$ cat src/hw/hsw_pkg.sv
// shared types and constants for the health status word logic
package hsw_pkg;

  // rate scaling: low-passed rates arrive as signed counts, 64 counts per deg/s
  localparam int unsigned RATE_LSB_PER_DEG = 64;
  localparam int unsigned RATE_W           = 16;

  // quasi-static restart limit, deg/s
  localparam int unsigned QS_LIMIT_DEG = 3;
  localparam logic [RATE_W-1:0] QS_LIMIT =
    RATE_W'(QS_LIMIT_DEG * RATE_LSB_PER_DEG);

  // turn threshold default, tenths of deg/s (10.0 deg/s)
  localparam int unsigned TURN_DEFAULT_DECI = 100;
  localparam logic [RATE_W-1:0] TURN_DEFAULT =
    RATE_W'((TURN_DEFAULT_DECI * RATE_LSB_PER_DEG) / 10);

  // health word bit positions
  localparam int unsigned BIT_FATAL   = 0;
  localparam int unsigned BIT_HW_ERR  = 1;
  localparam int unsigned BIT_LNK_ERR = 2;
  localparam int unsigned BIT_SW_ERR  = 3;
  localparam int unsigned BIT_SUMMARY = 8;
  localparam int unsigned BIT_HW_AL   = 9;
  localparam int unsigned BIT_GNSS_AL = 10;
  localparam int unsigned BIT_ALGO_AL = 11;
  localparam int unsigned BIT_RANGE_AL = 12;

  // alert enable field: one bit per category, index = health bit - 9
  localparam int unsigned EN_HW    = 0;
  localparam int unsigned EN_GNSS  = 1;
  localparam int unsigned EN_ALGO  = 2;
  localparam int unsigned EN_RANGE = 3;
  // hardware alert disabled out of reset, the others enabled
  localparam logic [3:0] ALERT_EN_RST = 4'he;

  // health word layout, msb first (16 bits)
  typedef struct packed {
    logic [2:0] reserved_hi;
    logic       range_alert;
    logic       algo_alert;
    logic       gnss_link_alert;
    logic       hw_alert;
    logic       alert_summary;
    logic [3:0] reserved_lo;
    logic       sw_fault_flag;
    logic       link_fault_flag;
    logic       hw_fault_flag;
    logic       fatal_flag;
  } hsw_word_t;

  // host configuration
  typedef struct packed {
    logic [3:0]        alert_en;
    logic              restart_after_flag_a;
    logic              dynamic_motion;
    logic              turn_algo_en;
    logic [RATE_W-1:0] turn_threshold;
  } hsw_cfg_t;

  localparam hsw_cfg_t CFG_RST = '{
    alert_en:                ALERT_EN_RST,
    restart_after_flag_a: 1'b0,
    dynamic_motion:          1'b1,
    turn_algo_en:            1'b0,
    turn_threshold:          TURN_DEFAULT
  };

  // algorithm phase
  typedef enum logic [1:0] {
    ST_INIT,
    ST_RUN,
    ST_HOLD
  } hsw_state_t;

  // accelerometer feedback gain request to the filter
  typedef enum logic [1:0] {
    GAIN_NORMAL,
    GAIN_HIGH,
    GAIN_REDUCED
  } hsw_gain_t;

  // diagnostic packet payload: full subsystem status
  typedef struct packed {
    hsw_cfg_t   cfg;
    hsw_state_t state;
    hsw_gain_t  gain;
    logic [3:0] raw_errors;
    logic [3:0] raw_alerts;
    logic       turn_active;
    logic       quasi_static;
    logic [7:0] flag_a_events;
    hsw_word_t  word;
  } hsw_diag_t;

  localparam logic [7:0] OVR_CNT_MAX = 8'hff;

endpackage

$ cat src/hw/hsw_health_word.sv
// health status word builder with over-range restart and turn detection
`timescale 1ns/1ps
module hsw_health_word (
  input  wire logic                       clk,
  input  wire logic                       rst,
  // host configuration load
  input  wire logic                       cfg_wr,
  input  wire hsw_pkg::hsw_cfg_t          cfg_in,
  output hsw_pkg::hsw_cfg_t               cfg_q,
  // error sources, levels
  input  wire logic                       fatal_err,
  input  wire logic                       hw_err,
  input  wire logic                       link_err,
  input  wire logic                       sw_err,
  // alert sources, levels, and the init completion pulse
  input  wire logic                       hw_warn,
  input  wire logic                       gnss_present,
  input  wire logic                       rate_flag_a,
  input  wire logic                       init_done,
  // low-passed rate sensor signals, z is yaw
  input  wire logic signed [15:0]         rate_lp_x,
  input  wire logic signed [15:0]         rate_lp_y,
  input  wire logic signed [15:0]         rate_lp_z,
  // packet build and diagnostic fetch
  input  wire logic                       pkt_build,
  input  wire logic                       fetch_packet_cmd,
  output hsw_pkg::hsw_word_t              health_word_q,
  output logic                            health_valid_q,
  output hsw_pkg::hsw_diag_t              diagnostic_packet_q,
  output logic                            diag_valid_q,
  // filter control
  output hsw_pkg::hsw_gain_t              gain_sel,
  output logic                            algo_restart_q,
  output logic                            turn_active
);

  // magnitude of a signed rate, saturating the most negative code
  function automatic logic [15:0] mag16(input logic signed [15:0] v);
    logic [15:0] r;
    r = v[15] ? 16'(-v) : 16'(v);
    if (r[15]) begin
      r = 16'h7fff;
    end
    return r;
  endfunction

  hsw_pkg::hsw_state_t state_q;
  hsw_pkg::hsw_state_t state_d;
  logic                quasi_static;
  logic                algo_flag;
  logic                fatal_now;
  logic [3:0]          raw_alerts;
  logic [3:0]          gated_alerts;
  hsw_pkg::hsw_word_t  word_now;
  logic [7:0]          ovr_cnt_q;
  logic                ovr_d1_q;

  // configuration register, defaults applied at reset
  always_ff @(posedge clk) begin
    if (rst) begin
      cfg_q <= hsw_pkg::CFG_RST;
    end else if (cfg_wr) begin
      cfg_q <= cfg_in;
    end
  end

  // quasi-static means every low-passed rate is strictly under the limit
  assign quasi_static = (mag16(rate_lp_x) < hsw_pkg::QS_LIMIT) &&
                        (mag16(rate_lp_y) < hsw_pkg::QS_LIMIT) &&
                        (mag16(rate_lp_z) < hsw_pkg::QS_LIMIT);

  // yaw turn detection; zero threshold flags a turn at any nonzero yaw
  assign turn_active = mag16(rate_lp_z) > cfg_q.turn_threshold;

  // algorithm phase tracking
  always_comb begin
    state_d = state_q;
    case (state_q)
      hsw_pkg::ST_INIT: begin
        if (rate_flag_a && cfg_q.restart_after_flag_a) begin
          state_d = hsw_pkg::ST_HOLD;
        end else if (init_done) begin
          state_d = hsw_pkg::ST_RUN;
        end
      end
      hsw_pkg::ST_RUN: begin
        // with the switch off an over-range leaves the phase alone
        if (rate_flag_a && cfg_q.restart_after_flag_a) begin
          state_d = hsw_pkg::ST_HOLD;
        end
      end
      hsw_pkg::ST_HOLD: begin
        if (!rate_flag_a && quasi_static) begin
          state_d = hsw_pkg::ST_INIT;
        end
      end
      default: begin
        state_d = hsw_pkg::ST_INIT;
      end
    endcase
  end

  always_ff @(posedge clk) begin
    if (rst) begin
      state_q <= hsw_pkg::ST_INIT;
    end else begin
      state_q <= state_d;
    end
  end

  // one-cycle restart request to the filter on leaving the hold phase
  always_ff @(posedge clk) begin
    if (rst) begin
      algo_restart_q <= 1'b0;
    end else begin
      algo_restart_q <= (state_q == hsw_pkg::ST_HOLD) &&
                        (state_d == hsw_pkg::ST_INIT);
    end
  end

  // gain request: hold/init and dynamic-off force high gain, which
  // outranks the turn reduction since the estimate is not yet settled
  always_comb begin
    if (state_q != hsw_pkg::ST_RUN || !cfg_q.dynamic_motion) begin
      gain_sel = hsw_pkg::GAIN_HIGH;
    end else if (turn_active) begin
      gain_sel = hsw_pkg::GAIN_REDUCED;
    end else begin
      gain_sel = hsw_pkg::GAIN_NORMAL;
    end
  end

  // software alert: init, high gain, or turn when configured
  assign algo_flag = (gain_sel == hsw_pkg::GAIN_HIGH) ||
                     (cfg_q.turn_algo_en && turn_active);

  // fatal: external fatal source or restart hold
  assign fatal_now = fatal_err || (state_q == hsw_pkg::ST_HOLD);

  // alerts indexed by enable position
  assign raw_alerts[hsw_pkg::EN_HW]    = hw_warn;
  assign raw_alerts[hsw_pkg::EN_GNSS]  = !gnss_present;
  assign raw_alerts[hsw_pkg::EN_ALGO]  = algo_flag;
  assign raw_alerts[hsw_pkg::EN_RANGE] = rate_flag_a;
  assign gated_alerts = raw_alerts & cfg_q.alert_en;

  // word as it stands this cycle
  always_comb begin
    word_now                 = '0;
    word_now.fatal_flag      = fatal_now;
    word_now.hw_fault_flag   = hw_err;
    word_now.link_fault_flag = link_err;
    word_now.sw_fault_flag   = sw_err;
    word_now.alert_summary   = |gated_alerts;
    word_now.hw_alert        = gated_alerts[hsw_pkg::EN_HW];
    word_now.gnss_link_alert = gated_alerts[hsw_pkg::EN_GNSS];
    word_now.algo_alert      = gated_alerts[hsw_pkg::EN_ALGO];
    word_now.range_alert     = gated_alerts[hsw_pkg::EN_RANGE];
  end

  // word snapshot at each packet build instant
  always_ff @(posedge clk) begin
    if (rst) begin
      health_word_q  <= '0;
      health_valid_q <= 1'b0;
    end else begin
      health_valid_q <= pkt_build;
      if (pkt_build) begin
        health_word_q <= word_now;
      end
    end
  end

  // over-range event counter for diagnostics, saturating
  always_ff @(posedge clk) begin
    if (rst) begin
      ovr_d1_q  <= 1'b0;
      ovr_cnt_q <= '0;
    end else begin
      ovr_d1_q <= rate_flag_a;
      if (rate_flag_a && !ovr_d1_q &&
          ovr_cnt_q != hsw_pkg::OVR_CNT_MAX) begin
        ovr_cnt_q <= ovr_cnt_q + 8'h01;
      end
    end
  end

  // diagnostic packet capture on fetch command
  always_ff @(posedge clk) begin
    if (rst) begin
      diagnostic_packet_q <= '0;
      diag_valid_q        <= 1'b0;
    end else begin
      diag_valid_q <= fetch_packet_cmd;
      if (fetch_packet_cmd) begin
        diagnostic_packet_q.cfg              <= cfg_q;
        diagnostic_packet_q.state            <= state_q;
        diagnostic_packet_q.gain             <= gain_sel;
        diagnostic_packet_q.raw_errors       <=
          {sw_err, link_err, hw_err, fatal_err};
        diagnostic_packet_q.raw_alerts       <= raw_alerts;
        diagnostic_packet_q.turn_active      <= turn_active;
        diagnostic_packet_q.quasi_static     <= quasi_static;
        diagnostic_packet_q.flag_a_events <= ovr_cnt_q;
        diagnostic_packet_q.word             <= word_now;
      end
    end
  end
endmodule

$ cat config.mk
export PLATFORM = sky130hd
export DESIGN_NAME = hsw_health_word
export DESIGN_NICKNAME = d
export VERILOG_FILES = /design/src/hw/hsw_pkg.sv /design/src/hw/hsw_health_word.sv
export SDC_FILE = /design/constraint.sdc
export NUM_CORES = 1
export LEC_CHECK = 0
export BUFFER_PORTS_ARGS = -buffer_cell sky130_fd_sc_hd__buf_4
export CAP_MARGIN = 20
export CORE_MARGIN = 3
export CORE_UTILIZATION = 47
export CTS_CLUSTER_DIAMETER = 50
export DETAILED_ROUTE_END_ITERATION = 16
export GPL_ROUTABILITY_DRIVEN = 0
export PLACE_DENSITY = 0.89
export SLEW_MARGIN = 20
export SYNTH_ARGS = -nofsm -noshare
export SYNTH_HDL_FRONTEND = slang
export SYNTH_SLANG_ARGS = --single-unit
$ cat constraint.sdc
create_clock -name clk -period 6.4 [get_ports clk]
set_clock_uncertainty 0.1 [all_clocks]
set_input_delay 0.32 -clock clk [delete_from_list [all_inputs] [get_ports clk]]
set_output_delay 0.32 -clock clk [all_outputs]
set_load 0.03 [all_outputs]
==> flow_summary_export.csv <==
group,metric,value,unit
outcome,outcome,"complete, no violations",
drt,totalWireLength,12900,microns
grt,antenna_found_initial,0,
min_path,worstHoldEndpoint,"diagnostic_packet_q[27]$_SDFFE_PP0P_",
drt,drt_first_iter_violations,236,
floorplanning,start_util,48.9,%
drt,wl_per_cell,15.2,microns
cts,cts_root_buf,"clkbuf_8",
grt,grt_max_degree,92,
drt,vias_per_cell,5.26,
timing,fin_crit,3.69,ns
placement,dp.cells,832,
setup_path,slowest_delay,0.68,ns
setup_path,startpoint_type,"input port",
synthesis,synth_most_common_cell,"nor2_1",
finish,diodes,0,
synthesis,synth_area_per_cell,8.77,sq um
synthesis,ys_top_cells_by_count,"nor2_1, dfxtp_1, mux2i_1",
synthesis,synth_seq_cells,97,
setup_path,path_cells,"buf_4 -> nor4_2 -> nand3_1 -> o21ai_0 -> xnor2_1 -> nand2_1 -> ha_1 -> nand4b_1 -> nor4_1 -> o31ai_1 -> a2111oi_0 -> a211oi_1",
timing,setup_slack,2.71,ns
floorplanning,ios,190,
setup_path,worst_path_max_delay_cell,"nor4_2",
setup_path,r2r.worst_path.cells,9,
cts,clock_path_buffers,2,
setup_path,cp_max_fo,9,
cts,holdBufCountCts,0,
timing,timing.final.hold_violations,0,
min_path,hold_depth,2,
floorplanning,die_area,11600,sq um
setup_path,cp-end-kind,"register",
finish,nets,811,
synthesis,ys_types,56,
finish,regArea,1940,sq um
power_and_ir_drop,peakVddDrop,0.125,mV
grt,grt_pass1_wl,20800,microns
cts,cts_num_sinks,97,
floorplanning,die_h,108,microns
grt,grt_pass1_vias,4249,
placement,hpwlAfterDp,10000,microns
synthesis,synth_top_cell_area_share,40.1,%
timing,worst_slew_pin_slew,0.908,ns
placement,dp_slack,2.31,ns
power_and_ir_drop,p_per_area,214,nW/um^2
grt,grt_use_total,22.2,%
setup_path,ff2ff_setup_slack,3.54,ns
floorplanning,core_area,9910,sq um
power_and_ir_drop,leakagePower,3.04,nW
cts,cts_setup_buffers,0,
finish,drive_gt1_share,28.0,%
synthesis,synth_area_leaders,"dfxtp_1, mux2i_1, nor2_1",
floorplanning,rows,36,
setup_path,crit_required,6.50,ns
timing,max_freq,271,MHz
synthesis,synth_edf_count,0,
cts,clkLatencyLatePin,0.36,ns
synthesis,synth_warnings,0,
synthesis,synthFlopType,"dfxtp_1",
finish,multiInputGateArea,2640,sq um
drt,antenna_left,0,
synthesis,yosysTopAreaCell,"dfxtp_1",
setup_path,worstPathArrival,3.78,ns
finish,finalNonFillerCells,848,
grt,grt.overflow.total,0,
synthesis,async_reset_ff_share,0,%
synthesis,synthCells,552,
setup_path,critPathKind,"in2reg",
floorplanning,die_w,108,microns
drt,drc,0,
finish,fill_cells,799,
drt,firstDrtPassIters,4,
cts,clk_pin_slew,0.10,ns
placement,numPortBuffers,175,
timing,slew_headroom,39.5,%
timing,fin_setup_tns,0,ns
timing,drv_slew,0,
cts,cts_inserted_buffers,9,
flow_run,maxCapViolCount,0,
timing,finalCritPeriodShare,57.6,%
cts,cts_resized,0,
setup_path,r2r-start,"cfg_q[7]$_SDFFE_PP1P_",
min_path,hold_path.class,"in2reg",
synthesis,netlist_area,4840,sq um
cts,cts_htree_levels,3,
drt,dr_total_vias,4464,
cts,cts_tree,"built",
setup_path,reg2reg_to,"health_word_q[8]$_SDFFE_PP0P_",
synthesis,synth_seq_area_share,40.1,%
finish,synthToLayoutAreaGrowth,31.0,%
timing,setup_viol,0,
min_path,min_from,"gnss_present",
timing,rsz0062_at_grt,"false",
==> sequential cells by signal, summed over array words and instances, names as in the netlist <==
signal and count:
diagnostic_packet_q 51, diag_valid_q 1, algo_restart_q 1, ovr_cnt_q 8
ovr_d1_q 1, cfg_q 23, health_valid_q 1, state_q 2
health_word_q 9
==> per-stage QoR <==
step	instance area (sq um)	hold slack [ns]	total power, mW	util [%]
6_report	6350	0.0448	1.36	64.0
5_1_grt	6350	0.0276	1.43	64.0
4_1_cts	6350	0.0206	1.37	64.0
3_5_place_dp	6160	0.361	0.999	62.1
3_3_place_gp	6160	0.360	0.989	62.1
2_1_floorplan	4890	0.320	0.874	-
==> per-layer routing <==
layer | vias up | wire (microns) | GRT usage (%) | part of all wire [%]
li1 | 2197 | - | - | -
met1 | 2082 | 5180 | 26.7 | 40
met2 | 173 | 6570 | 39.7 | 51
met3 | 12 | 952 | 4.98 | 7.4
met4 | 0 | 155 | 5.95 | 1.2
met5 | - | 0 | 0 | 0
==> area by class of cell <==
cell class | instances | share of cell area (%)
Tap cell | 133 | 2.62
Clock inverter | 7 | 1.03
Inverter | 24 | 1.42
Multi-Input combinational cell | 402 | 41.6
Clock buffer | 9 | 1.95
Sequential cell | 97 | 30.6
Timing Repair Buffer | 176 | 20.8
==> how the worst max path moves through the flow <==
stage	startpoint	end	slack (ns)	cells past startpoint
2_1_floorplan	rate_lp_z[5]	health_word_q[8]$_SDFFE_PP0P_	2.98	12
3_3_place_gp	rate_lp_z[9]	diagnostic_packet_q[8]$_SDFFE_PP0P_	2.52	12
3_5_place_dp	rate_lp_z[9]	diagnostic_packet_q[8]$_SDFFE_PP0P_	2.31	12
4_1_cts	rate_lp_z[9]	turn_active	2.66	11
5_1_grt	rate_lp_z[9]	health_word_q[8]$_SDFFE_PP0P_	2.33	12
6_report	rate_lp_z[9]	health_word_q[8]$_SDFFE_PP0P_	2.71	12
==> cell families after synthesis <==
| group | synth area share [%] |
|---|---|
| AOI/OAI and AO/OA | 8.84 |
| buffers and inverters | 6.46 |
| xor gates and xnor gates | 2.89 |
| muxes | 15.9 |
| other | 0.0774 |
| DFF | 40.1 |
| adders and majority gates | 4.39 |
| and+or+nand+nor | 21.3 |
==> placed cells by master, fill, tap and decap left out, types with 2 or more instances in the layout <==
cell type     n
nor3b_1       2
o21ai_0       8
o211ai_1      3
inv_1        24
xor2_1        9
nor2b_1       5
nor4_1        4
a21o_1        5
dfxtp_1      97
clkinvlp_4    2
mux2i_1      77
a211oi_1     10
a31oi_1       3
nand4_1       5
nor4b_1       2
nand2_1      41
a41oi_1       3
and2_1        3
conb_1       14
buf_4       176
clkbuf_8      9
a21oi_1      18
or4_1         3
nor3_1       12
nor2_1      100
or3_1         3
ha_1         17
and3_1        3
o31ai_1       2
and4_1        4
nand2b_1      6
xnor2_1       7
nand3_1      11
==> critical path: cells and delay by family <==
| kind | cells | cell delay, ns |
|---|---|---|
| AOI/OAI and AO/OA | 4 | 1.22 |
| buffers and inverters | 1 | 0.13 |
| and+or+nand+nor | 5 | 1.66 |
| adders and majority gates | 1 | 0.30 |
| xor gates and xnor gates | 1 | 0.16 |
==> power breakdown <==
part	total, mW	internal (mW)	switching [mW]
Combinational	0.325	0.135	0.191
Clock	0.375	0.149	0.226
Sequential	0.659	0.634	0.0253
Total	1.36	0.917	0.442
(Power assumes the default switching activity.)
